--- config.mk ---
export PLATFORM = sky130hd
export DESIGN_NAME = supply_level_monitor
export DESIGN_NICKNAME = d
export VERILOG_FILES = /design/src/supply_level_monitor_pkg.sv /design/src/level_sync2.sv /design/src/supply_level_monitor.sv
export SDC_FILE = /design/constraint.sdc
export NUM_CORES = 1
export LEC_CHECK = 0
export BUFFER_PORTS_ARGS = -buffer_cell sky130_fd_sc_hd__clkbuf_2
export CAP_MARGIN = 5
export CORE_MARGIN = 8
export CORE_UTILIZATION = 25
export CTS_CLUSTER_SIZE = 20
export DETAILED_ROUTE_END_ITERATION = 8
export HOLD_SLACK_MARGIN = 0.15
export PLACE_DENSITY_LB_ADDON = 0.1
export REMOVE_ABC_BUFFERS = 1
export SETUP_SLACK_MARGIN = 0.3
export SLEW_MARGIN = 20
export SYNTH_ARGS = -nofsm -noshare
export SYNTH_HDL_FRONTEND = slang
export SYNTH_SLANG_ARGS = --single-unit
--- constraint.sdc ---
create_clock -name mclk_i -period 2.8 [get_ports mclk_i]
set_input_delay 0.56 -clock mclk_i [delete_from_list [all_inputs] [get_ports mclk_i]]
set_output_delay 0.56 -clock mclk_i [all_outputs]
set_load 0.01 [all_outputs]
--- src/supply_level_monitor_pkg.sv ---
// Constants, register map and carrier types of the supply level monitor
package supply_level_monitor_pkg;

  // Register indices; each index is one 32-bit word, byte address = index * 4
  localparam logic [15:0] IDX_THRESH   = 16'hf0d0;
  localparam logic [15:0] IDX_ENRES    = 16'hf0d1;
  localparam logic [15:0] IDX_IRQ_STAT = 16'hf0d2;
  localparam logic [15:0] IDX_IRQ_CLR  = 16'hf0d3;
  localparam logic [15:0] IDX_IRQ_EN   = 16'hf0d4;

  localparam logic [31:0] ADDR_THRESH   = {14'h0000, IDX_THRESH, 2'b00};
  localparam logic [31:0] ADDR_ENRES    = {14'h0000, IDX_ENRES, 2'b00};
  localparam logic [31:0] ADDR_IRQ_STAT = {14'h0000, IDX_IRQ_STAT, 2'b00};
  localparam logic [31:0] ADDR_IRQ_CLR  = {14'h0000, IDX_IRQ_CLR, 2'b00};
  localparam logic [31:0] ADDR_IRQ_EN   = {14'h0000, IDX_IRQ_EN, 2'b00};

  // Legal threshold select codes
  localparam logic [3:0] THR_2V35 = 4'h0;
  localparam logic [3:0] THR_2V80 = 4'h3;
  localparam logic [3:0] THR_3V70 = 4'h9;
  localparam logic [3:0] THR_4V60 = 4'hf;

  localparam logic [7:0] RST_THRESH = 8'h00;
  localparam logic [7:0] RST_ENRES  = 8'h00;
  localparam logic [3:0] RST_EVT    = 4'h0;

  localparam int ENABLE_BIT = 0;
  localparam int FLAG_BIT   = 1;
  localparam int SEL_LSB    = 0;
  localparam int SEL_W      = 4;

  // Settling time after enable, least time, rounded up to whole cycles
  localparam int SETTLE_NS     = 1000000;
  localparam int CLK_PERIOD_NS = 5;
  localparam int SETTLE_CYCLES = (SETTLE_NS + CLK_PERIOD_NS - 1) / CLK_PERIOD_NS;
  localparam int CNT_W         = 18;

  typedef struct packed {
    logic sel_while_on;
    logic bad_code;
    logic went_below;
    logic settled;
  } evt_t;

  typedef struct packed {
    logic [5:0] spare;
    logic       flag;
    logic       enable;
  } enres_t;

endpackage : supply_level_monitor_pkg

--- src/level_sync2.sv ---
// Two-flop synchroniser for one asynchronous level
`timescale 1ns/1ps

module level_sync2
(
  input  wire logic mclk_i,
  input  wire logic arst_n_i,
  input  wire logic async_i,
  output logic      sync_o
);

  logic meta;

  // The first stage feeds only the second stage
  always_ff @(posedge mclk_i or negedge arst_n_i)
  begin
    if (!arst_n_i)
    begin
      meta   <= 1'b0;
      sync_o <= 1'b0;
    end
    else
    begin
      meta   <= async_i;
      sync_o <= meta;
    end
  end

endmodule : level_sync2

--- src/supply_level_monitor.sv ---
// APB register block of the supply level monitor
`timescale 1ns/1ps

// What this block does
// - Low four bits select one of four thresholds
// - Threshold select resets to lowest threshold code
// - Enable bit switches comparator on, resets off
// - Result flag is read-only, writes ignored
// - Flag reads one when supply below threshold
// - Result flag resets to zero
// - Byte access, plus word access pairing both
module supply_level_monitor
#(
  parameter int SETTLE_CYCLES = supply_level_monitor_pkg::SETTLE_CYCLES
)
(
  input  wire logic        mclk_i,
  input  wire logic        arst_n_i,
  input  wire logic        psel,
  input  wire logic        penable,
  input  wire logic        pwrite,
  input  wire logic [31:0] paddr,
  input  wire logic [31:0] pwdata,
  input  wire logic [3:0]  pstrb,
  output logic      [31:0] prdata,
  output logic             pready,
  output logic             pslverr,
  input  wire logic        cmp_below_i,
  output logic             monitor_enable_o,
  output logic      [3:0]  threshold_sel_o,
  output logic             settled_o,
  output logic             irq_o
);

  logic [7:0]                            threshold_reg;
  supply_level_monitor_pkg::enres_t      enres;
  supply_level_monitor_pkg::evt_t        irq_stat;
  supply_level_monitor_pkg::evt_t        irq_en;
  supply_level_monitor_pkg::evt_t        evt;
  logic                                  cmp_sync;
  logic [supply_level_monitor_pkg::CNT_W-1:0] settle_cnt;
  logic                                  settled;
  logic                                  setup_ph;
  logic                                  wr_acc;
  logic                                  hit_thresh;
  logic                                  hit_enres;
  logic                                  hit_stat;
  logic                                  hit_clr;
  logic                                  hit_en;
  logic                                  mapped;
  logic                                  wr_sel;
  logic                                  wr_enable;
  logic                                  wr_enres_hi;
  logic                                  new_enable;
  logic                                  new_code_ok;
  logic [31:0]                           next_prdata;
  logic [supply_level_monitor_pkg::CNT_W-1:0] settle_last;
  logic                                  monitor_enable;
  logic                                  below_threshold_flag;
  logic [5:0]                            spare_bits;

  assign settle_last = supply_level_monitor_pkg::CNT_W'(SETTLE_CYCLES - 1);

  // Each field has its own flop so that only one process drives it
  assign enres = {spare_bits, below_threshold_flag, monitor_enable};

  // Comparator output is analog-side and asynchronous to mclk_i
  level_sync2 u_cmp_sync
  (
    .mclk_i   (mclk_i),
    .arst_n_i (arst_n_i),
    .async_i  (cmp_below_i),
    .sync_o   (cmp_sync)
  );

  // Address decode
  always_comb
  begin
    hit_thresh = 1'b0;
    hit_enres  = 1'b0;
    hit_stat   = 1'b0;
    hit_clr    = 1'b0;
    hit_en     = 1'b0;
    if (paddr == supply_level_monitor_pkg::ADDR_THRESH)
      hit_thresh = 1'b1;
    else if (paddr == supply_level_monitor_pkg::ADDR_ENRES)
      hit_enres = 1'b1;
    else if (paddr == supply_level_monitor_pkg::ADDR_IRQ_STAT)
      hit_stat = 1'b1;
    else if (paddr == supply_level_monitor_pkg::ADDR_IRQ_CLR)
      hit_clr = 1'b1;
    else if (paddr == supply_level_monitor_pkg::ADDR_IRQ_EN)
      hit_en = 1'b1;
  end

  assign mapped   = hit_thresh | hit_enres | hit_stat | hit_clr | hit_en;
  assign setup_ph = psel & ~penable;
  assign wr_acc   = psel & penable & pwrite & mapped;

  // Lane 0 at the threshold word is the byte view; lane 1 there is the
  // high byte of the word view, which lands in the enable/result byte.
  assign wr_sel      = wr_acc & hit_thresh & pstrb[0];
  assign wr_enable   = wr_acc & ((hit_thresh & pstrb[1]) | (hit_enres & pstrb[0]));
  assign new_enable  = hit_thresh ? pwdata[8 + supply_level_monitor_pkg::ENABLE_BIT]
                                  : pwdata[supply_level_monitor_pkg::ENABLE_BIT];
  assign wr_enres_hi = wr_enable;

  // Zero wait states: read data is latched in the setup phase
  assign pready = 1'b1;

  always_ff @(posedge mclk_i or negedge arst_n_i)
  begin
    if (!arst_n_i)
      threshold_reg <= supply_level_monitor_pkg::RST_THRESH;
    else if (wr_sel)
      threshold_reg <= pwdata[7:0];
  end

  assign threshold_sel_o = threshold_reg[supply_level_monitor_pkg::SEL_LSB +: supply_level_monitor_pkg::SEL_W];

  always_ff @(posedge mclk_i or negedge arst_n_i)
  begin
    if (!arst_n_i)
    begin
      monitor_enable <= 1'b0;
      spare_bits     <= 6'h00;
    end
    else if (wr_enres_hi)
    begin
      monitor_enable <= new_enable;
      spare_bits     <= hit_thresh ? pwdata[15:10] : pwdata[7:2];
    end
  end

  assign monitor_enable_o = enres.enable;

  // The flag holds its last comparison while the monitor is off, so a
  // reading taken just before disabling stays visible. Bus writes never
  // reach it.
  always_ff @(posedge mclk_i or negedge arst_n_i)
  begin
    if (!arst_n_i)
      below_threshold_flag <= 1'b0;
    else if (enres.enable)
      below_threshold_flag <= cmp_sync;
  end

  // Settling timer; restarts every time the monitor is switched on
  always_ff @(posedge mclk_i or negedge arst_n_i)
  begin
    if (!arst_n_i)
    begin
      settle_cnt <= '0;
      settled    <= 1'b0;
    end
    else if (!enres.enable)
    begin
      settle_cnt <= '0;
      settled    <= 1'b0;
    end
    else if (!settled)
    begin
      if (settle_cnt == settle_last)
        settled <= 1'b1;
      else
        settle_cnt <= settle_cnt + 1'b1;
    end
  end

  assign settled_o = settled;

  // Catches software that breaks the code or the change-while-off policy
  always_comb
  begin
    new_code_ok = 1'b0;
    case (pwdata[3:0])
      supply_level_monitor_pkg::THR_2V35: new_code_ok = 1'b1;
      supply_level_monitor_pkg::THR_2V80: new_code_ok = 1'b1;
      supply_level_monitor_pkg::THR_3V70: new_code_ok = 1'b1;
      supply_level_monitor_pkg::THR_4V60: new_code_ok = 1'b1;
      default:                            new_code_ok = 1'b0;
    endcase
  end

  always_comb
  begin
    evt              = supply_level_monitor_pkg::RST_EVT;
    evt.settled      = enres.enable & ~settled & (settle_cnt == settle_last);
    evt.went_below   = enres.enable & settled & cmp_sync & ~enres.flag;
    evt.bad_code     = wr_sel & ~new_code_ok;
    evt.sel_while_on = wr_sel & enres.enable;
  end

  // Set wins over a clear arriving in the same cycle
  always_ff @(posedge mclk_i or negedge arst_n_i)
  begin
    if (!arst_n_i)
      irq_stat <= supply_level_monitor_pkg::RST_EVT;
    else if (wr_acc & hit_clr & pstrb[0])
      irq_stat <= (irq_stat & ~pwdata[3:0]) | evt;
    else
      irq_stat <= irq_stat | evt;
  end

  always_ff @(posedge mclk_i or negedge arst_n_i)
  begin
    if (!arst_n_i)
      irq_en <= supply_level_monitor_pkg::RST_EVT;
    else if (wr_acc & hit_en & pstrb[0])
      irq_en <= pwdata[3:0];
  end

  assign irq_o = |(irq_stat & irq_en);

  always_comb
  begin
    next_prdata = 32'h0000_0000;
    if (hit_thresh)
      next_prdata = {16'h0000, enres, threshold_reg};
    else if (hit_enres)
      next_prdata = {24'h00_0000, enres};
    else if (hit_stat)
      next_prdata = {28'h000_0000, irq_stat};
    else if (hit_en)
      next_prdata = {28'h000_0000, irq_en};
  end

  always_ff @(posedge mclk_i or negedge arst_n_i)
  begin
    if (!arst_n_i)
    begin
      prdata  <= 32'h0000_0000;
      pslverr <= 1'b0;
    end
    else if (setup_ph)
    begin
      prdata  <= pwrite ? 32'h0000_0000 : next_prdata;
      pslverr <= ~mapped;
    end
  end

  // Helper: low only in the first cycle after reset release
  logic seen_clk;

  always_ff @(posedge mclk_i or negedge arst_n_i)
  begin
    if (!arst_n_i)
      seen_clk <= 1'b0;
    else
      seen_clk <= 1'b1;
  end

  a_sel_written: assert property (@(posedge mclk_i) disable iff (!arst_n_i)
    wr_sel |=> threshold_sel_o == $past(pwdata[3:0]))
    else $error("threshold select did not take the written code");

  a_sel_reset: assert property (@(posedge mclk_i) disable iff (!arst_n_i)
    !seen_clk |-> threshold_reg == 8'h00 && threshold_sel_o == 4'h0)
    else $error("threshold select not zero after reset");

  a_enable_written: assert property (@(posedge mclk_i) disable iff (!arst_n_i)
    wr_enable |=> monitor_enable_o == $past(new_enable))
    else $error("enable bit did not take the written value");

  a_flag_readonly: assert property (@(posedge mclk_i) disable iff (!arst_n_i)
    !monitor_enable_o |=> $stable(enres.flag))
    else $error("result flag moved while monitor off");

  a_flag_follows: assert property (@(posedge mclk_i) disable iff (!arst_n_i)
    monitor_enable_o |=> enres.flag == $past(cmp_sync))
    else $error("result flag does not follow comparison");

  a_flag_reset: assert property (@(posedge mclk_i) disable iff (!arst_n_i)
    !seen_clk |-> !enres.flag && !monitor_enable_o)
    else $error("result flag or enable not zero after reset");

  a_word_view: assert property (@(posedge mclk_i) disable iff (!arst_n_i)
    setup_ph && !pwrite && hit_thresh |=> prdata[15:8] == $past(enres)
      && prdata[7:0] == $past(threshold_reg))
    else $error("word read does not pair the two control bytes");

  a_sync_depth: assert property (@(posedge mclk_i) disable iff (!arst_n_i)
    $rose(enres.flag) |-> $past(cmp_below_i, 3))
    else $error("flag rose without a comparator level three cycles back");

  a_flag_bus_proof: assert property (@(posedge mclk_i) disable iff (!arst_n_i)
    wr_acc && (hit_thresh || hit_enres) && !enres.enable |=> $stable(enres.flag))
    else $error("bus write moved the result flag");

  a_settle_time: assert property (@(posedge mclk_i) disable iff (!arst_n_i)
    $rose(settled) |-> settle_cnt == settle_last)
    else $error("settled rose before the full settling count");

  a_settle_drop: assert property (@(posedge mclk_i) disable iff (!arst_n_i)
    !monitor_enable_o |=> !settled_o)
    else $error("settled stayed high with the monitor off");

  a_settle_reset: assert property (@(posedge mclk_i) disable iff (!arst_n_i)
    !seen_clk |-> !settled_o && !irq_o)
    else $error("settled or interrupt not zero after reset");

  a_unmapped_err: assert property (@(posedge mclk_i) disable iff (!arst_n_i)
    setup_ph && !mapped |=> pslverr && prdata == 32'h0000_0000)
    else $error("unmapped access not answered with an error");

  a_no_stray_write: assert property (@(posedge mclk_i) disable iff (!arst_n_i)
    wr_acc && !hit_thresh |=> $stable(threshold_sel_o))
    else $error("threshold select changed by a write elsewhere");

  a_bad_code_seen: assert property (@(posedge mclk_i) disable iff (!arst_n_i)
    wr_sel && !new_code_ok |=> irq_stat.bad_code)
    else $error("prohibited code write not recorded");

  a_set_beats_clear: assert property (@(posedge mclk_i) disable iff (!arst_n_i)
    wr_acc && hit_clr && pstrb[0] && evt.went_below |=> irq_stat.went_below)
    else $error("clear overrode an event in the same cycle");

  c_word_write: cover property (@(posedge mclk_i) disable iff (!arst_n_i)
    wr_sel && wr_enable);

  c_settled_below: cover property (@(posedge mclk_i) disable iff (!arst_n_i)
    settled && $rose(enres.flag));

  c_irq_raised: cover property (@(posedge mclk_i) disable iff (!arst_n_i)
    $rose(irq_o));

  c_bad_code: cover property (@(posedge mclk_i) disable iff (!arst_n_i)
    $rose(irq_stat.bad_code));

  c_flag_held: cover property (@(posedge mclk_i) disable iff (!arst_n_i)
    $fell(monitor_enable_o) && enres.flag);

endmodule : supply_level_monitor

# Word level (Yosys, flattened, before mapping)
# Index checks and enable logic that the tools add are counted.
# word_totals
out_inout_bits,41
register_bits,78
inputBits,74
wordCells,99
# classes
eq_ne,11
muxes,30
n_bitwise,35
reduce_logical,4
n_addsub,1
# op_table
operator,count
32-bit by 18-bit equality test with 1-bit output (second input constant),5
18-bit two-way mux,3
32-bit two-way mux,1
1-bit AND,20
1-bit two-way mux,20
18-bit by 1-bit adder with 18-bit output (second input constant),1
18-bit equality test (second input constant),1
16-bit two-way mux,1
4-bit two-way mux,3
4-bit AND,2
4-bit equality test (second input constant),2
8-bit two-way mux,1
4-bit OR,2
4-bit OR reduction,2
6-bit two-way mux,1
1-bit inverter,5
1-bit OR,5
4-bit by 2-bit equality test with 1-bit output (second input constant),1
4-bit logical NOT,1
2-bit inequality test (second input constant),2
4-bit inverter,1
2-bit AND reduction,1

# Logic depth before layout (Yosys ltp)
# logic_depth
word_depth,13
depth_mapped,8
ltp_nobuf,6

# Modules after synthesis
# From an unflattened synthesis, not the netlist that was laid out.
# unflattened
cells_unflattened,326
area_unflattened_um2,3430.8
# modules_own_cells
module,cells_each,area_per_inst_um2,seq_area_each_um2,n_inst
supply_level_monitor,324,3380.7,1501.4,1
level_sync2,2,50.0,50.0,1

# Worst setup path before layout
# Ideal clock, no wire load.
# synth_path
path_type,input to register
start,input port paddr[11]
end,register spare_bits[0]
setup_time_ps,128
required_time_ps,2672
path_slack_ps,500
n_path_buf,0
arrival_time_ps,2173
path_stages,5
cell_sequence,nor4bb_1 > nand4_2 > nor3_4 > mux2_1 > mux2_1
# synth_between
elab_chain_cells,9
word_cells_on_any_way,30
cone_classes,eq/ne: 5; mux: 16; bitwise: 9
# synth_rtl
element,line,text
from (decl),supply_level_monitor.sv:22,"input wire logic [31:0] paddr,"
32-bit by 18-bit equality test with 1-bit output (on tied branches),-,
1-bit two-way mux (on tied branches) (2 in series),-,
"1-bit OR, or another cell as far along (2 in series)",supply_level_monitor.sv:96,assign mapped = hit_thresh | hit_enres | hit_stat | hit_clr | hit_en;
1-bit OR / 1-bit two-way mux (equally long branches),"supply_level_monitor.sv:96, supply_level_monitor.sv:84",
1-bit OR,supply_level_monitor.sv:96,
1-bit AND,supply_level_monitor.sv:98,assign wr_acc = psel & penable & pwrite & mapped;
1-bit AND,supply_level_monitor.sv:103,assign wr_enable = wr_acc & ((hit_thresh & pstrb[1]) | (hit_enres & pstrb[0]));
to (signal assigned),supply_level_monitor.sv:131,spare_bits <= hit_thresh ? pwdata[15:10] : pwdata[7:2];
to (decl),supply_level_monitor.sv:60,logic [5:0] spare_bits;
# Several ways; a longest one is shown, not always the timed one.
# A chain may end at the register's enable or synchronous reset.

# Final worst setup path
# layout_path
start,input port paddr[21]
end,register spare_bits[0]
# The elaborated chain is that of the path after synthesis.

==> key figures <==
Global routing
  • Largest net degree at the start of global routing: 63
  • GRT Residual Overflow: 0
  • Initial antenna violation count: 0
  • First-pass GRT wire length: 16.0 mm
  • Vias in the first global route: 2830
  • Total Routing Usage GR: 11.6%

Synth
  • Post-synthesis cell type count: 49
  • FFs w/ async S/R, synth: 100%
  • Cells after Synth: 318
  • Yosys warnings: 0
  • Prevailing post-synth register cell: dfrtp_1
  • Number of synthesized register bits: 62
  • Mapped Area: 0.00333 mm^2
  • Post-synth EDFFs: 0
  • Sequential area share after synthesis: 46.6%
  • Syn Area/Cell: 10.5 um^2

Pwr
  • VDD IR max: 0.000256 V
  • Power Density: 515 mW/mm^2
  • Power, Total: 2.15 mW
  • Static leakage: 1.99 nW

Timing
  • Setup_tns: 0 ps
  • Max-slew headroom: 51.1%
  • RSZ-0062 raised after global routing: false
  • Setup Skew: 5.92 ps
  • Final Cycle Share: 76.8%
  • Pins Over Slew Limit: 0
  • Setup violations, final: 0
  • Final hold vios: 0
  • Minimum clock period after layout: 2150 ps
  • Max Clk Rate: 0.465 GHz
  • Slew @ Worst Pin: 724 ps

Place
  • Gpl congestion: 0.724
  • DP HPWL: 7.08 mm
  • Post-DP Area: 0.00388 mm^2
  • IO Port Bufs: 78

Route
  • Number of DRC markers in iteration 0: 178
  • Antenna-violating nets left: 0
  • WL final: 9.71 mm
  • DRC Markers: 0
  • DR WL met3: 634 um
  • Post-Route M1 WL: 4.59 mm
  • Wire per inst: 16.7 um
  • Via Count: 2723
  • Via density: 4.69
  • Top layer in use: met4
  • Detailed Routing Iterations Pass 1: 4
  • Met2 wire length: 4.38 mm

Run status
  • Outcome: finished clean

Cells and area
  • Final nets: 475
  • Final Instance Area: 0.00418 mm^2
  • Most frequent cells in the layout: clkbuf_2, dfrtp_1, o21ai_0, nand2_1, conb_1
  • Multi-input logic area: 0.00157 mm^2
  • N_diodes: 0
  • FILL cells: 1366
  • Area Growth Syn to Fin: 25.8%
  • FF+latch area: 0.00155 mm^2
  • Share of cells above drive strength 1: 32.3%
  • Most common cell after layout, fill and taps aside: clkbuf_2
  • Max reg flops: 18

Floorplanning
  • Die width: 131 um
  • Starting Density: 25.3%
  • Die Span Y: 131 um
  • Core area: 0.0131 mm^2
  • FP Rows: 42
  • Die Area: 0.0173 mm^2
  • I/O Pins: 115

CTS
  • Post-CTS setup repair buffer count: 0
  • CTS resizes: 0
  • CTS tree: done
  • Worst skew pair latency: 330 ps
  • Reg clk slew, reported paths: 60 ps
  • # hold bufs at CTS: 0
  • Max Root-Sink Buffers: 2
  • Root buffer cell: clkbuf_16
  • CTS buffer count: 9
  • Htree depth: 3
  • Clk sink count: 62

Critical path
  • Slowest CP cell: nor3_4
  • R2r setup slk: 730 ps
  • Critical R2R Launch: settle_cnt[0]
  • Reg2reg path depth: 6
  • Maximum fanout along the worst path: 5
  • Crit-path cells: clkbuf_2, nor4_1, nand4_2, nor3_4, mux2_1, mux2_1
  • RR Endpoint: settle_cnt[14]
  • Startpoint types: input port
  • CP Capture Type: flop
  • CP startpoint: paddr[21]
  • Setup CP Type: input port to flop
  • Cell mode on critical path: mux2_1
  • Worst Path Arrival: 2360 ps
  • Crit path largest cell delay: 440 ps
  • Data required, critical path: 3010 ps

Min path
  • Min-delay worst type: input port to async pin

Job
  • Maxcap violations: 0
## per-stage QoR
step | utilization (%) | hold WS (ps) | worst slack, ps | cells
4_1_cts | 31.8 | 261 | 616 | 581
6_report | 31.8 | 235 | 650 | 581
2_1_floorplan | - | 264 | 29.7 | 298
3_5_place_dp | 29.6 | 335 | 261 | 565
5_1_grt | 31.8 | 260 | 513 | 581
3_3_place_gp | 29.6 | 339 | 285 | 565
## kinds of logic after synthesis
logic type      Yosys count  share of synthesized area, %
simple gates            106                          20.0
compound gates           67                          13.1
flops                    62                          46.6
buf+inv                  47                          8.27
mux                      29                          10.3
xor+xnor                  4                          1.05
other cells               2                         0.226
fa+ha+maj                 1                         0.376
## layout make-up
| cell class | count | share of cell area (%) |
|---|---|---|
| Clock inverter | 7 | 1.76 |
| Timing Repair Buffer | 91 | 12.0 |
| Tap cell | 176 | 5.26 |
| Sequential cell | 62 | 37.1 |
| Clock buffer | 9 | 5.38 |
| Multi-Input combinational cell | 224 | 37.5 |
| Inverter | 12 | 1.08 |
## critical path: cells and delay by family
| family | cells | cell delay [ps] |
|---|---|---|
| AND/OR/NAND/NOR | 3 | 1080 |
| multiplexers | 2 | 650 |
| buffers and inverters | 1 | 80 |
## report_power, final
| group | switching, mW | internal, mW |
|---|---|---|
| clock network | 0.440 | 0.691 |
| logic | 0.0760 | 0.0470 |
| registers | 0.00127 | 0.898 |
| total | 0.517 | 1.64 |
## synth_stat cells (all sizes together) (2+ instances only)
| master | count | area, um^2 |
|---|---|---|
| or4 | 5 | 37.5 |
| mux2i | 11 | 110 |
| xnor2 | 2 | 17.5 |
| nor4 | 6 | 65.1 |
| mux2 | 18 | 233 |
| buf | 29 | 208 |
| nor2 | 11 | 41.3 |
| conb | 2 | 7.51 |
| nor3b | 3 | 22.5 |
| dfrtp | 62 | 1550 |
| and4b | 2 | 20.0 |
| nor4b | 5 | 56.3 |
| xor2 | 2 | 17.5 |
| a22o | 9 | 78.8 |
| nor3 | 5 | 36.3 |
| nor4bb | 2 | 20.0 |
| nand2b | 2 | 12.5 |
| clkbuf | 6 | 22.5 |
| and3 | 7 | 43.8 |
| a21oi | 13 | 65.1 |
| a22oi | 6 | 45.0 |
| nand3b | 2 | 15.0 |
| or3 | 8 | 50.1 |
| nand3 | 14 | 70.1 |
| o311ai | 3 | 26.3 |
| inv | 11 | 41.3 |
| o31ai | 9 | 67.6 |
| o21ai | 21 | 105 |
| nand4 | 10 | 68.8 |
| a21o | 3 | 22.5 |
| nand2 | 22 | 90.1 |
## per-layer routing
layer  track usage [%]  up-vias
li1                  -     1304
met1              14.9     1324
met2              17.8       84
met3              4.31       11
met4              3.45        0
met5                 0        -
## worst max path at each step
stage | end | slack [ps] | cells past startpoint
5_1_grt | settle_cnt[14] | 510 | 6
4_1_cts | spare_bits[0] | 620 | 6
6_report | spare_bits[0] | 650 | 6
3_5_place_dp | spare_bits[0] | 260 | 6
2_1_floorplan | settle_cnt[11] | 30 | 5
3_3_place_gp | spare_bits[0] | 290 | 6
(Power assumes the default switching activity.)
